### config.mk
export PLATFORM = sky130hd
export DESIGN_NAME = rdp_data_port
export DESIGN_NICKNAME = d
export VERILOG_FILES = /design/src/rdp_baud_gen.v /design/src/rdp_data_port.v
export VERILOG_INCLUDE_DIRS = /design/src /design/src/src
export SDC_FILE = /design/constraint.sdc
export NUM_CORES = 1
export LEC_CHECK = 0
export BUFFER_PORTS_ARGS = -buffer_cell sky130_fd_sc_hd__buf_2
export CAP_MARGIN = 20
export CELL_PAD_IN_SITES_DETAIL_PLACEMENT = 0
export CELL_PAD_IN_SITES_GLOBAL_PLACEMENT = 1
export CORE_ASPECT_RATIO = 1.2
export CORE_MARGIN = 10
export CORE_UTILIZATION = 25
export DETAILED_ROUTE_END_ITERATION = 10
export PLACE_DENSITY_LB_ADDON = 0.05
export SETUP_SLACK_MARGIN = 0.15
export SLEW_MARGIN = 20
export SYNTH_ARGS = -nofsm -noshare
export SYNTH_HDL_FRONTEND = slang
export SYNTH_HIERARCHICAL = 1
export SYNTH_SLANG_ARGS = --single-unit
### constraint.sdc
create_clock -name CLK -period 6.4 [get_ports CLK]
set_input_delay 0 -clock CLK [delete_from_list [all_inputs] [get_ports CLK]]
set_output_delay 0 -clock CLK [all_outputs]
set_load 0.02 [all_outputs]
### src/rdp_consts.vh
// constants for the radio data port: format codes, divider tables, timing
// assumes inclusion by bare name from the port design files
`ifndef RDP_CONSTS_VH
`define RDP_CONSTS_VH

// format select codes
`define RDP_FMT_SYNC_NRZ   2'h0
`define RDP_FMT_SYNC_MAN   2'h1
`define RDP_FMT_ASYNC      2'h2
`define RDP_FMT_STATIC_BIT 0

// fixed crystal prescale ahead of the reference divider
`define RDP_XTAL_PRESCALE  4'h8

// first divider factors, stored as half-units (factor times two)
`define RDP_DIV1_C0 7'h05
`define RDP_DIV1_C1 7'h06
`define RDP_DIV1_C2 7'h08
`define RDP_DIV1_C3 7'h0F
`define RDP_DIV1_C4 7'h19
`define RDP_DIV1_C5 7'h50
`define RDP_DIV1_C6 7'h60
`define RDP_DIV1_C7 7'h7F

// clock figures
`define RDP_CLK_PERIOD_NS  10
`define RDP_DEMOD_MAX_KBD  1536

// receive sync: decoded symbol pairs of phase lock at which the lock count saturates
`define RDP_LOCK_SYMBOLS   4'h4

`endif

### src/rdp_baud_gen.v
// baud tick generator: crystal clock through prescale, reference and two dividers
// assumes CLK is the crystal clock and divider codes are held stable by the user
`timescale 1ns/1ps
`default_nettype none
`include "rdp_consts.vh"

module rdp_baud_gen (
    input  wire       CLK,
    input  wire       RESETN,
    input  wire [2:0] REF_DIV,
    input  wire [2:0] DIV1_CODE,
    input  wire [1:0] DIV2_CODE,
    output reg        HALF_TICK,
    output reg        SYM_TICK
);

    // half-unit first-divider factor, decoded from the 3-bit code
    function [6:0] div1_half;
        input [2:0] code;
        begin
            case (code)
                3'h0:    div1_half = `RDP_DIV1_C0;
                3'h1:    div1_half = `RDP_DIV1_C1;
                3'h2:    div1_half = `RDP_DIV1_C2;
                3'h3:    div1_half = `RDP_DIV1_C3;
                3'h4:    div1_half = `RDP_DIV1_C4;
                3'h5:    div1_half = `RDP_DIV1_C5;
                3'h6:    div1_half = `RDP_DIV1_C6;
                default: div1_half = 7'h00;
            endcase
        end
    endfunction

    // code 7 wants 128 half-units, past the 7-bit table width
    wire [7:0] half_units = (DIV1_CODE == 3'h7) ? 8'h80 : {1'b0, div1_half(DIV1_CODE)};
    // second divider 1,2,4,8 as a shift
    wire [3:0] div2_fac   = 4'h1 << DIV2_CODE;

    // stage a: crystal / (8 * (ref+1) / 2) gives a half-unit tick (4*(ref+1) clocks)
    reg [4:0] pre_cnt_reg;
    wire [4:0] pre_top = {REF_DIV, 2'h0} + 5'h3;
    wire       pre_tick = (pre_cnt_reg == pre_top);

    // stage b: count half-units; fractional factors average exactly
    reg [7:0] d1_cnt_reg;
    reg [3:0] d2_cnt_reg;
    reg       d1_tick_reg;

    // prescale and reference divider
    always @(posedge CLK or negedge RESETN) begin
        if (!RESETN) begin
            pre_cnt_reg <= 5'h00;
        end else if (pre_tick) begin
            pre_cnt_reg <= 5'h00;
        end else begin
            pre_cnt_reg <= pre_cnt_reg + 5'h01;
        end
    end

    always @(posedge CLK or negedge RESETN) begin
        if (!RESETN) begin
            d1_cnt_reg  <= 8'h00;
            d1_tick_reg <= 1'b0;
        end else begin
            d1_tick_reg <= 1'b0;
            if (pre_tick) begin
                if (d1_cnt_reg + 8'h01 >= half_units) begin
                    d1_cnt_reg  <= 8'h00;
                    d1_tick_reg <= 1'b1;
                end else begin
                    d1_cnt_reg <= d1_cnt_reg + 8'h01;
                end
            end
        end
    end

    // second divider, symbol tick and mid-symbol tick
    always @(posedge CLK or negedge RESETN) begin
        if (!RESETN) begin
            d2_cnt_reg <= 4'h0;
            SYM_TICK   <= 1'b0;
            HALF_TICK  <= 1'b0;
        end else begin
            SYM_TICK  <= 1'b0;
            HALF_TICK <= 1'b0;
            if (d1_tick_reg) begin
                if (d2_cnt_reg + 4'h1 >= div2_fac) begin
                    d2_cnt_reg <= 4'h0;
                    SYM_TICK   <= 1'b1;
                end else begin
                    d2_cnt_reg <= d2_cnt_reg + 4'h1;
                end
            end
            // mid-symbol point: halfway through the half-unit count for factor 1
            if (pre_tick && d2_cnt_reg == 4'h0 && d1_cnt_reg == {1'b0, half_units[7:1]}) begin
                HALF_TICK <= 1'b1;
            end
        end
    end

endmodule // rdp_baud_gen
`default_nettype wire

### src/rdp_data_port.v
// data-path port of a narrowband radio: sync NRZ, sync Manchester, transparent async
// assumes pins synchronous to CLK; modem sits on TX_SYMBOL / RX_DEMOD
`timescale 1ns/1ps
`default_nettype none
`include "rdp_consts.vh"

// Contract
// - device drives bit clock, samples on rise
// - device Manchester-encodes; bit rate half baud
// - receive recovers timing, decodes, drives clock
// - bit clock runs continuously in sync
// - split 0: shared pin in/out by direction
// - split 1 sync: lock pin carries data
// - async transmit passes level unencoded
// - async receive outputs raw demod level
// - async split 0: clock pin static format bit0
// - async split 1: clock pin is rx data
// - zero low-high, one high-low
// - baud = xtal/8/(ref+1)/div1/div2
// - second divider 1, 2, 4, 8
// - first divider table of eight factors
// - two-bit format select field
// - sync NRZ transmit unencoded on rise
module rdp_data_port (
    input  wire       CLK,
    input  wire       RESETN,
    input  wire [1:0] DATA_FORMAT,
    input  wire       SPLIT_DATA_PINS,
    input  wire       TX_MODE,
    input  wire [2:0] REF_DIV,
    input  wire [2:0] BAUD_DIV_FIRST,
    input  wire [1:0] BAUD_DIV_SECOND,
    input  wire       LOCK_STATUS_IN,
    input  wire       RX_DEMOD,
    input  wire       SHARED_DATA_PIN_I,
    output reg        SHARED_DATA_PIN_O,
    output reg        SHARED_DATA_PIN_OE,
    output reg        BIT_CLOCK_PIN,
    output reg        LOCK_PIN,
    output reg        TX_SYMBOL
);

    // format states, one-hot
    localparam [2:0] ST_NRZ  = 3'h1;
    localparam [2:0] ST_MAN  = 3'h2;
    localparam [2:0] ST_ASYN = 3'h4;

    wire half_tick;                  // mid-symbol strobe
    wire sym_tick;                   // symbol boundary strobe

    rdp_baud_gen u_baud (
        .CLK       (CLK),
        .RESETN    (RESETN),
        .REF_DIV   (REF_DIV),
        .DIV1_CODE (BAUD_DIV_FIRST),
        .DIV2_CODE (BAUD_DIV_SECOND),
        .HALF_TICK (half_tick),
        .SYM_TICK  (sym_tick)
    );

    // format decode, shared by tx and pin muxing
    function [2:0] fmt_state;
        input [1:0] f;
        begin
            case (f)
                `RDP_FMT_SYNC_NRZ: fmt_state = ST_NRZ;
                `RDP_FMT_SYNC_MAN: fmt_state = ST_MAN;
                default:           fmt_state = ST_ASYN;
            endcase
        end
    endfunction

    reg  [2:0] state_reg;            // registered format state
    wire       is_sync  = (state_reg != ST_ASYN);
    wire       is_man   = (state_reg == ST_MAN);
    wire       static_lvl = DATA_FORMAT[`RDP_FMT_STATIC_BIT];

    reg        sym_phase_reg;        // manchester half within a bit
    reg        bclk_reg;             // internal bit clock level
    reg        tx_bit_reg;           // sampled nrz bit
    reg        rx_prev_reg;          // demod level at previous mid point
    reg        rx_first_reg;         // first half of received symbol pair
    reg        rx_pair_reg;          // pair phase in receive
    reg        rx_bit_reg;           // decoded receive data
    reg  [3:0] lock_cnt_reg;         // symbol pairs decoded since phase slip
    reg        rx_raw_reg;           // raw demod level registered

    always @(posedge CLK or negedge RESETN) begin
        if (!RESETN) begin
            state_reg <= ST_NRZ;
        end else begin
            state_reg <= fmt_state(DATA_FORMAT);
        end
    end

    // bit clock: in NRZ one period per symbol, in Manchester one per symbol pair
    // free running clock
    always @(posedge CLK or negedge RESETN) begin
        if (!RESETN) begin
            bclk_reg      <= 1'b0;
            sym_phase_reg <= 1'b0;
        end else if (sym_tick) begin
            sym_phase_reg <= ~sym_phase_reg;
            if (is_man) begin
                // bit clock at half the baud rate
                bclk_reg <= ~sym_phase_reg;
            end else begin
                bclk_reg <= 1'b1;
            end
        end else if (half_tick && !is_man) begin
            bclk_reg <= 1'b0;
        end
    end

    // rising edge of the bit clock, decoded in the same cycle that drives bclk_reg high
    wire bclk_rise = sym_tick && (is_man ? !sym_phase_reg : 1'b1);

    // sample host nrz data on the rising bit clock
    always @(posedge CLK or negedge RESETN) begin
        if (!RESETN) begin
            tx_bit_reg <= 1'b0;
        end else if (bclk_rise) begin
            tx_bit_reg <= SHARED_DATA_PIN_I;
        end
    end

    // transmit symbol to modulator
    always @(posedge CLK or negedge RESETN) begin
        if (!RESETN) begin
            TX_SYMBOL <= 1'b0;
        end else begin
            case (state_reg)
                ST_NRZ: TX_SYMBOL <= tx_bit_reg;
                // zero: low then high; one: high then low
                // phase is already set in the first half, so the bit goes out first
                ST_MAN: TX_SYMBOL <= sym_phase_reg ? tx_bit_reg : ~tx_bit_reg;
                ST_ASYN: TX_SYMBOL <= SHARED_DATA_PIN_I;
                default: TX_SYMBOL <= 1'b0;
            endcase
        end
    end

    // receive: sample demod mid-symbol, decode manchester pairs
    // a pair with no transition is a phase slip, so the pair phase is shifted
    // timing recovery and decode
    always @(posedge CLK or negedge RESETN) begin
        if (!RESETN) begin
            rx_prev_reg  <= 1'b0;
            rx_first_reg <= 1'b0;
            rx_pair_reg  <= 1'b0;
            rx_bit_reg   <= 1'b0;
            lock_cnt_reg <= 4'h0;
        end else if (half_tick) begin
            rx_prev_reg <= RX_DEMOD;
            if (!is_man) begin
                rx_bit_reg <= RX_DEMOD;
            end else if (!rx_pair_reg) begin
                rx_first_reg <= RX_DEMOD;
                rx_pair_reg  <= 1'b1;
            end else if (rx_first_reg != RX_DEMOD) begin
                rx_bit_reg  <= rx_first_reg;
                rx_pair_reg <= 1'b0;
                if (lock_cnt_reg != `RDP_LOCK_SYMBOLS) begin
                    lock_cnt_reg <= lock_cnt_reg + 4'h1;
                end
            end else begin
                // slip half a bit: this sample starts the next pair
                rx_first_reg <= RX_DEMOD;
                lock_cnt_reg <= 4'h0;
            end
        end
    end

    // raw level for transparent receive
    // no synchronisation applied
    always @(posedge CLK or negedge RESETN) begin
        if (!RESETN) begin
            rx_raw_reg <= 1'b0;
        end else begin
            rx_raw_reg <= RX_DEMOD;
        end
    end

    wire rx_data = is_sync ? rx_bit_reg : rx_raw_reg;

    // pin routing by format, direction and split setting
    always @(posedge CLK or negedge RESETN) begin
        if (!RESETN) begin
            SHARED_DATA_PIN_O  <= 1'b0;
            SHARED_DATA_PIN_OE <= 1'b0;
            BIT_CLOCK_PIN      <= 1'b0;
            LOCK_PIN           <= 1'b0;
        end else begin
            // shared pin drives only when receiving, unsplit
            SHARED_DATA_PIN_OE <= !TX_MODE && !SPLIT_DATA_PINS;
            SHARED_DATA_PIN_O  <= rx_data;
            LOCK_PIN           <= LOCK_STATUS_IN;
            if (is_sync) begin
                // clock always toggles in sync formats
                BIT_CLOCK_PIN <= bclk_reg;
                if (SPLIT_DATA_PINS && !TX_MODE) begin
                    // lock pin overridden by rx data
                    LOCK_PIN <= rx_data;
                end
            end else if (SPLIT_DATA_PINS && !TX_MODE) begin
                // clock pin carries raw rx data
                BIT_CLOCK_PIN <= rx_data;
            end else begin
                // static level from format bit 0
                BIT_CLOCK_PIN <= static_lvl;
            end
        end
    end

endmodule // rdp_data_port
`default_nettype wire

## After elaboration in Yosys (flattened, before gate mapping)

Index checks and enable logic that the tools add are counted.

| storage, ports and cells | value |
|---|---|
| bits of input ports | 17 |
| output and inout bits | 5 |
| register bits | 35 |
| logic and storage cells | 92 |

| operators by class | value |
|---|---|
| muxes and demuxes | 29 |
| $lt $le $gt $ge | 2 |
| shift operators | 1 |
| eq/ne operators | 18 |
| bitwise gates (word level) | 2 |
| $add $sub $neg | 4 |
| reductions and logical operators | 17 |

Operator list:

| kind | number |
|---|---|
| case mux 7 bit (7 select lines) | 1 |
| 2-to-1 mux 1 bit | 22 |
| 2-to-1 mux 8 bit | 2 |
| == test 3 bit, second input constant | 5 |
| == test 3 x 2 -> 1 bit, second input constant | 3 |
| adder 8 x 1 -> 8 bit, second input constant | 1 |
| == test 8 x 7 -> 1 bit | 1 |
| >= comparator 8 bit | 1 |
| == test 3 x 1 -> 1 bit, second input constant | 2 |
| logical AND 1 bit | 6 |
| case mux 3 bit (2 select lines) | 1 |
| AND reduction 3 bit | 2 |
| adder 5 x 1 -> 5 bit, second input constant | 1 |
| adder 5 x 2 -> 5 bit, second input constant | 1 |
| == test 5 bit | 1 |
| 2-to-1 mux 5 bit | 1 |
| adder 4 x 1 -> 4 bit, second input constant | 1 |
| >= comparator 4 bit | 1 |
| zero test 1 bit | 4 |
| zero test 4 bit | 1 |
| 2-to-1 mux 4 bit | 1 |
| inequality test 2 x 1 -> 1 bit, second input constant | 2 |
| left shift 1 x 2 -> 4 bit, first input constant | 1 |
| zero test 3 bit | 1 |
| other kinds (9) | 10 |

## Longest topological paths before layout

| logic depth | value |
|---|---|
| depth after elaboration | 6 |
| depth in mapped cells | 10 |

## By module

Netlist, hierarchy kept.

Modules (own cells, without submodules):

| module | cells each | area an instance (um^2) | times used |
|---|---|---|---|
| rdp_baud_gen | 165 | 1438.9 | 1 |
| rdp_data_port | 53 | 668.1 | 1 |

## Least setup slack after synthesis

Ideal clock, no wire load.

| timing | value |
|---|---|
| kind | register to register |
| from | register u_baud.d1_cnt_reg[3] |
| to | register u_baud.d1_cnt_reg[2] |
| data required time | 6.296 ns |
| library setup time | 0.104 ns |
| clock period less this slack | 2.381 ns |
| path buffers | 1 |
| stages on the path, launching flop included | 11 |
| slack | 4.019 ns |
| data arrival time | 2.278 ns |
| cells stage by stage | dfrtp_1 clkbuf_1 nand3_1 nor3_1 xor2_1 ha_1 a21oi_1 o21ai_0 or2_1 or4b_1 o311ai_1 |

| between the ends | value |
|---|---|
| cells in the longest elaborated chain, start to end | 3 |

RTL lines:

| item | RTL line | source |
|---|---|---|
| start: declaration | rdp_baud_gen.v:45 | `reg [7:0] d1_cnt_reg;` |
| start signal: assignment | rdp_baud_gen.v:71 | `d1_cnt_reg <= d1_cnt_reg + 8'h01;` |
| adder 8 x 1 -> 8 bit | rdp_baud_gen.v:67 | `if (d1_cnt_reg + 8'h01 >= half_units) begin` |
| >= comparator 8 bit | rdp_baud_gen.v:67 |  |
| 2-to-1 mux 8 bit | rdp_baud_gen.v:67 |  |

No other way between the ends.
A chain may end at the register's enable or synchronous reset.

## Worst setup path in the final report

| timing | value |
|---|---|
| from | register u_baud.d1_cnt_reg[2] |
| to | register u_baud.d1_cnt_reg[2] |

| between the ends | value |
|---|---|
| cells in the longest elaborated chain, start to end | 3 |

RTL lines:

| item | RTL line |
|---|---|
| adder 8 x 1 -> 8 bit * | rdp_baud_gen.v:67, rdp_baud_gen.v:71 |
| >= comparator 8 bit | rdp_baud_gen.v:67 |
| 2-to-1 mux 8 bit * | rdp_baud_gen.v:67 |

Mark *: on every way between the ends. The rest lies on a longest branch, timed or not.

==> impl_metrics.tcl <==
set metrics [dict create \
    viasPerCell 4.44 \
    critical_path_class "flip-flop to flip-flop" \
    synthCells 218 \
    required_ns 6.58 \
    period_needed_ns 2.63 \
    setup_slack_ns 3.77 \
    netlist.area_leader.share_pct 40.4 \
    yosysTopAreaCell "dfrtp_1" \
    holdBufCountCts 8 \
    max_freq_mhz 380 \
    tns_ns 0 \
    fin_crit_sh_pct 41.1 \
    cp_max_fo 7 \
    clk-insertion-delay-late_ns 0.29 \
    ys_types 53 \
    detail_route.wl_per_cell_um 13.4 \
    slew_headroom_pct 44.5 \
    final_common_cell "dfrtp_1" \
    dieHeight_um 121 \
    synthAdderAreaFrac_pct 9.98 \
    synth_xor_area_share_pct 7.48 \
    cp-end-kind "flip-flop" \
    synth_simple_gate_area_share_pct 21.9 \
    diodes 0 \
    syn_nets 251 \
    clockBufferDepth 2 \
    p_leak_uw 0.00113 \
    ys.flop_type "dfrtp_1" \
    regToRegSetupSlack_ns 3.77 \
    ctsResizeCount 0 \
    synth_area_per_cell_sq_um 9.67 \
    mostFrequentLayoutCells "34 x dfrtp_1, 26 x nand2_1, 21 x buf_2, 16 x nor2_1, 16 x ha_1" \
    grt_usage_pct 7.95 \
    grt_max_degree 36 \
    dp.cells 347 \
    critPathArrivalTime_ns 2.81 \
    grt_pass1_vias 1713 \
    routed_wl_um 4850 \
    p_per_area_nw_per_um2 303 \
    drv_cap 0 \
    cts-root-buf "clkbuf_8" \
    postRouteAntennaNets 0 \
    final_cells 363 \
    syn_area_sq_um 2110 \
    worstSetupStartpointType "flip-flop" \
    cts_made_buffers 5 \
    largest_register_ffs 8 \
    postCtsSetupBuffers 0 \
    cts_tree "done" \
    dieArea_sq_um 12500 \
    path_clk_slew_ns 0.08 \
    fp.coreArea_sq_um 8150 \
    yosysSeqAreaShare_pct 41.6 \
    antenna_found_initial 0 \
    rsz0062_at_grt "no" \
    dpl_worst_slack_ns 3.79 \
    irDropWorstVdd_mv 0.139 \
    tightest_slew_ns 0.833 \
    maxSlewViolCount 0 \
    die_w_um 104 \
    drt_iter0_markers 59 \
    route.vias.total 1610 \
    synth_edf_count 0 \
    num_rows 36 \
    start_util_pct 25.8 \
    status "finished clean" \
    drt_first_pass_iters 4 \
    htreeDepth 2 \
    synth.area.top_cells "dfrtp_1 40%, ha_1 9.5%, nand2_1 4.6%" \
    area_growth_pct 19.8 \
    synth_compound_area_share_pct 12.1 \
    hpwl_um 3670 \
    skew_ns 0.0113 \
    drive_gt1_share_pct 16.9 \
    min-delay-path-class "input pin to flip-flop" \
    clock-sinks 35 \
    muxShareOfSynthArea_pct 3.92 \
    utilization_pct 31.0 \
    drcViolationCount 0 \
    ys_ff_latch 35 \
    ys.warnings.count 6 \
    synthArstFlopShare_pct 100 \
    setup_viol 0 \
    gp_congestion 0.723 \
    grt_first_pass_wirelength_um 8240 \
    io_buffers 21 \
    synth_top_family_by_area "simple AND/OR/NAND/NOR gates" \
    holdWs_ns 0.0924 \
    io_pins 22 \
    fin_nets 281 \
    hold_viol_final 0 \
    grt_remaining_overflow 0 \
]
-- cell families after synthesis --
kind of cell	Yosys count
xor gates and xnor gates	18
adders and majority gates	17
and+or+nand+nor	84
muxes	7
buffers and inverters	17
AOI/OAI and AO/OA	40
DFF	35
-- stage by stage --
| stage | power (uW) | instance area [sq um] |
|---|---|---|
| 5_1_grt | 835 | 2520 |
| 2_1_floorplan | 495 | 2110 |
| 3_5_place_dp | 571 | 2330 |
| 3_3_place_gp | 579 | 2330 |
| 6_report | 766 | 2520 |
| 4_1_cts | 783 | 2520 |
-- power by group --
part / leakage (uW) / internal, uW / total (uW) / switching [uW]
registers: 0.000428 / 266 / 316 / 50.0
clock network: 0.0000581 / 116 / 201 / 85.4
logic: 0.000649 / 112 / 248 / 136
total: 0.00113 / 494 / 766 / 272
-- routing by layer --
| layer | global-route usage, % | wire (um) |
|---|---|---|
| met1 | 9.26 | 2280 |
| met2 | 13.7 | 2320 |
| met3 | 2.23 | 166 |
| met4 | 2.96 | 83 |
| met5 | 0 | 0 |
-- final timing paths --
kind	from	end	cells past startpoint
max	u_baud/d1_cnt_reg[2]	u_baud/d1_cnt_reg[2]	9
min	TX_MODE	BIT_CLOCK_PIN	4
max reg2reg	u_baud/d1_cnt_reg[2]	u_baud/d1_cnt_reg[2]	9
min reg2reg	u_baud/pre_cnt_reg[0]	u_baud/pre_cnt_reg[0]	1
max in group asynchronous	RESETN	u_baud/pre_cnt_reg[1]	2
min in group asynchronous	RESETN	u_baud/d2_cnt_reg[2]	2
-- area by class of cell --
type                            count  area [sq um]
Multi-Input combinational cell    166          1170
Sequential cell                    35           877
Clock inverter                      3          43.8
Tap cell                          114           143
Fill cell                         864          5630
Clock buffer                        5          68.8
Inverter                           11          41.3
Timing Repair Buffer               29           185
-- critical path, cell delays in order, from the launching register on --
cell      delay [ns]
dfrtp_1         0.48
nand3_1         0.26
nor3_1          0.27
xor2_1          0.21
ha_1            0.27
a21oi_1         0.13
o21ai_0         0.11
or2_1           0.25
or4b_1          0.47
o311ai_1        0.08
-- synthesized netlist by cell type, types with 2 or more instances --
cell	n
a21oi_1	12
and2_1	2
and3_1	2
clkbuf_1	6
dfrtp_1	34
ha_1	16
inv_1	11
mux2_4	2
mux2i_1	3
nand2_1	26
nand2b_1	6
nand3_1	8
nor2_1	16
nor2b_1	5
o211ai_1	4
o21ai_0	10
o22ai_1	2
or2_2	2
xnor2_1	9
xor2_1	9
(Power assumes the default switching activity.)
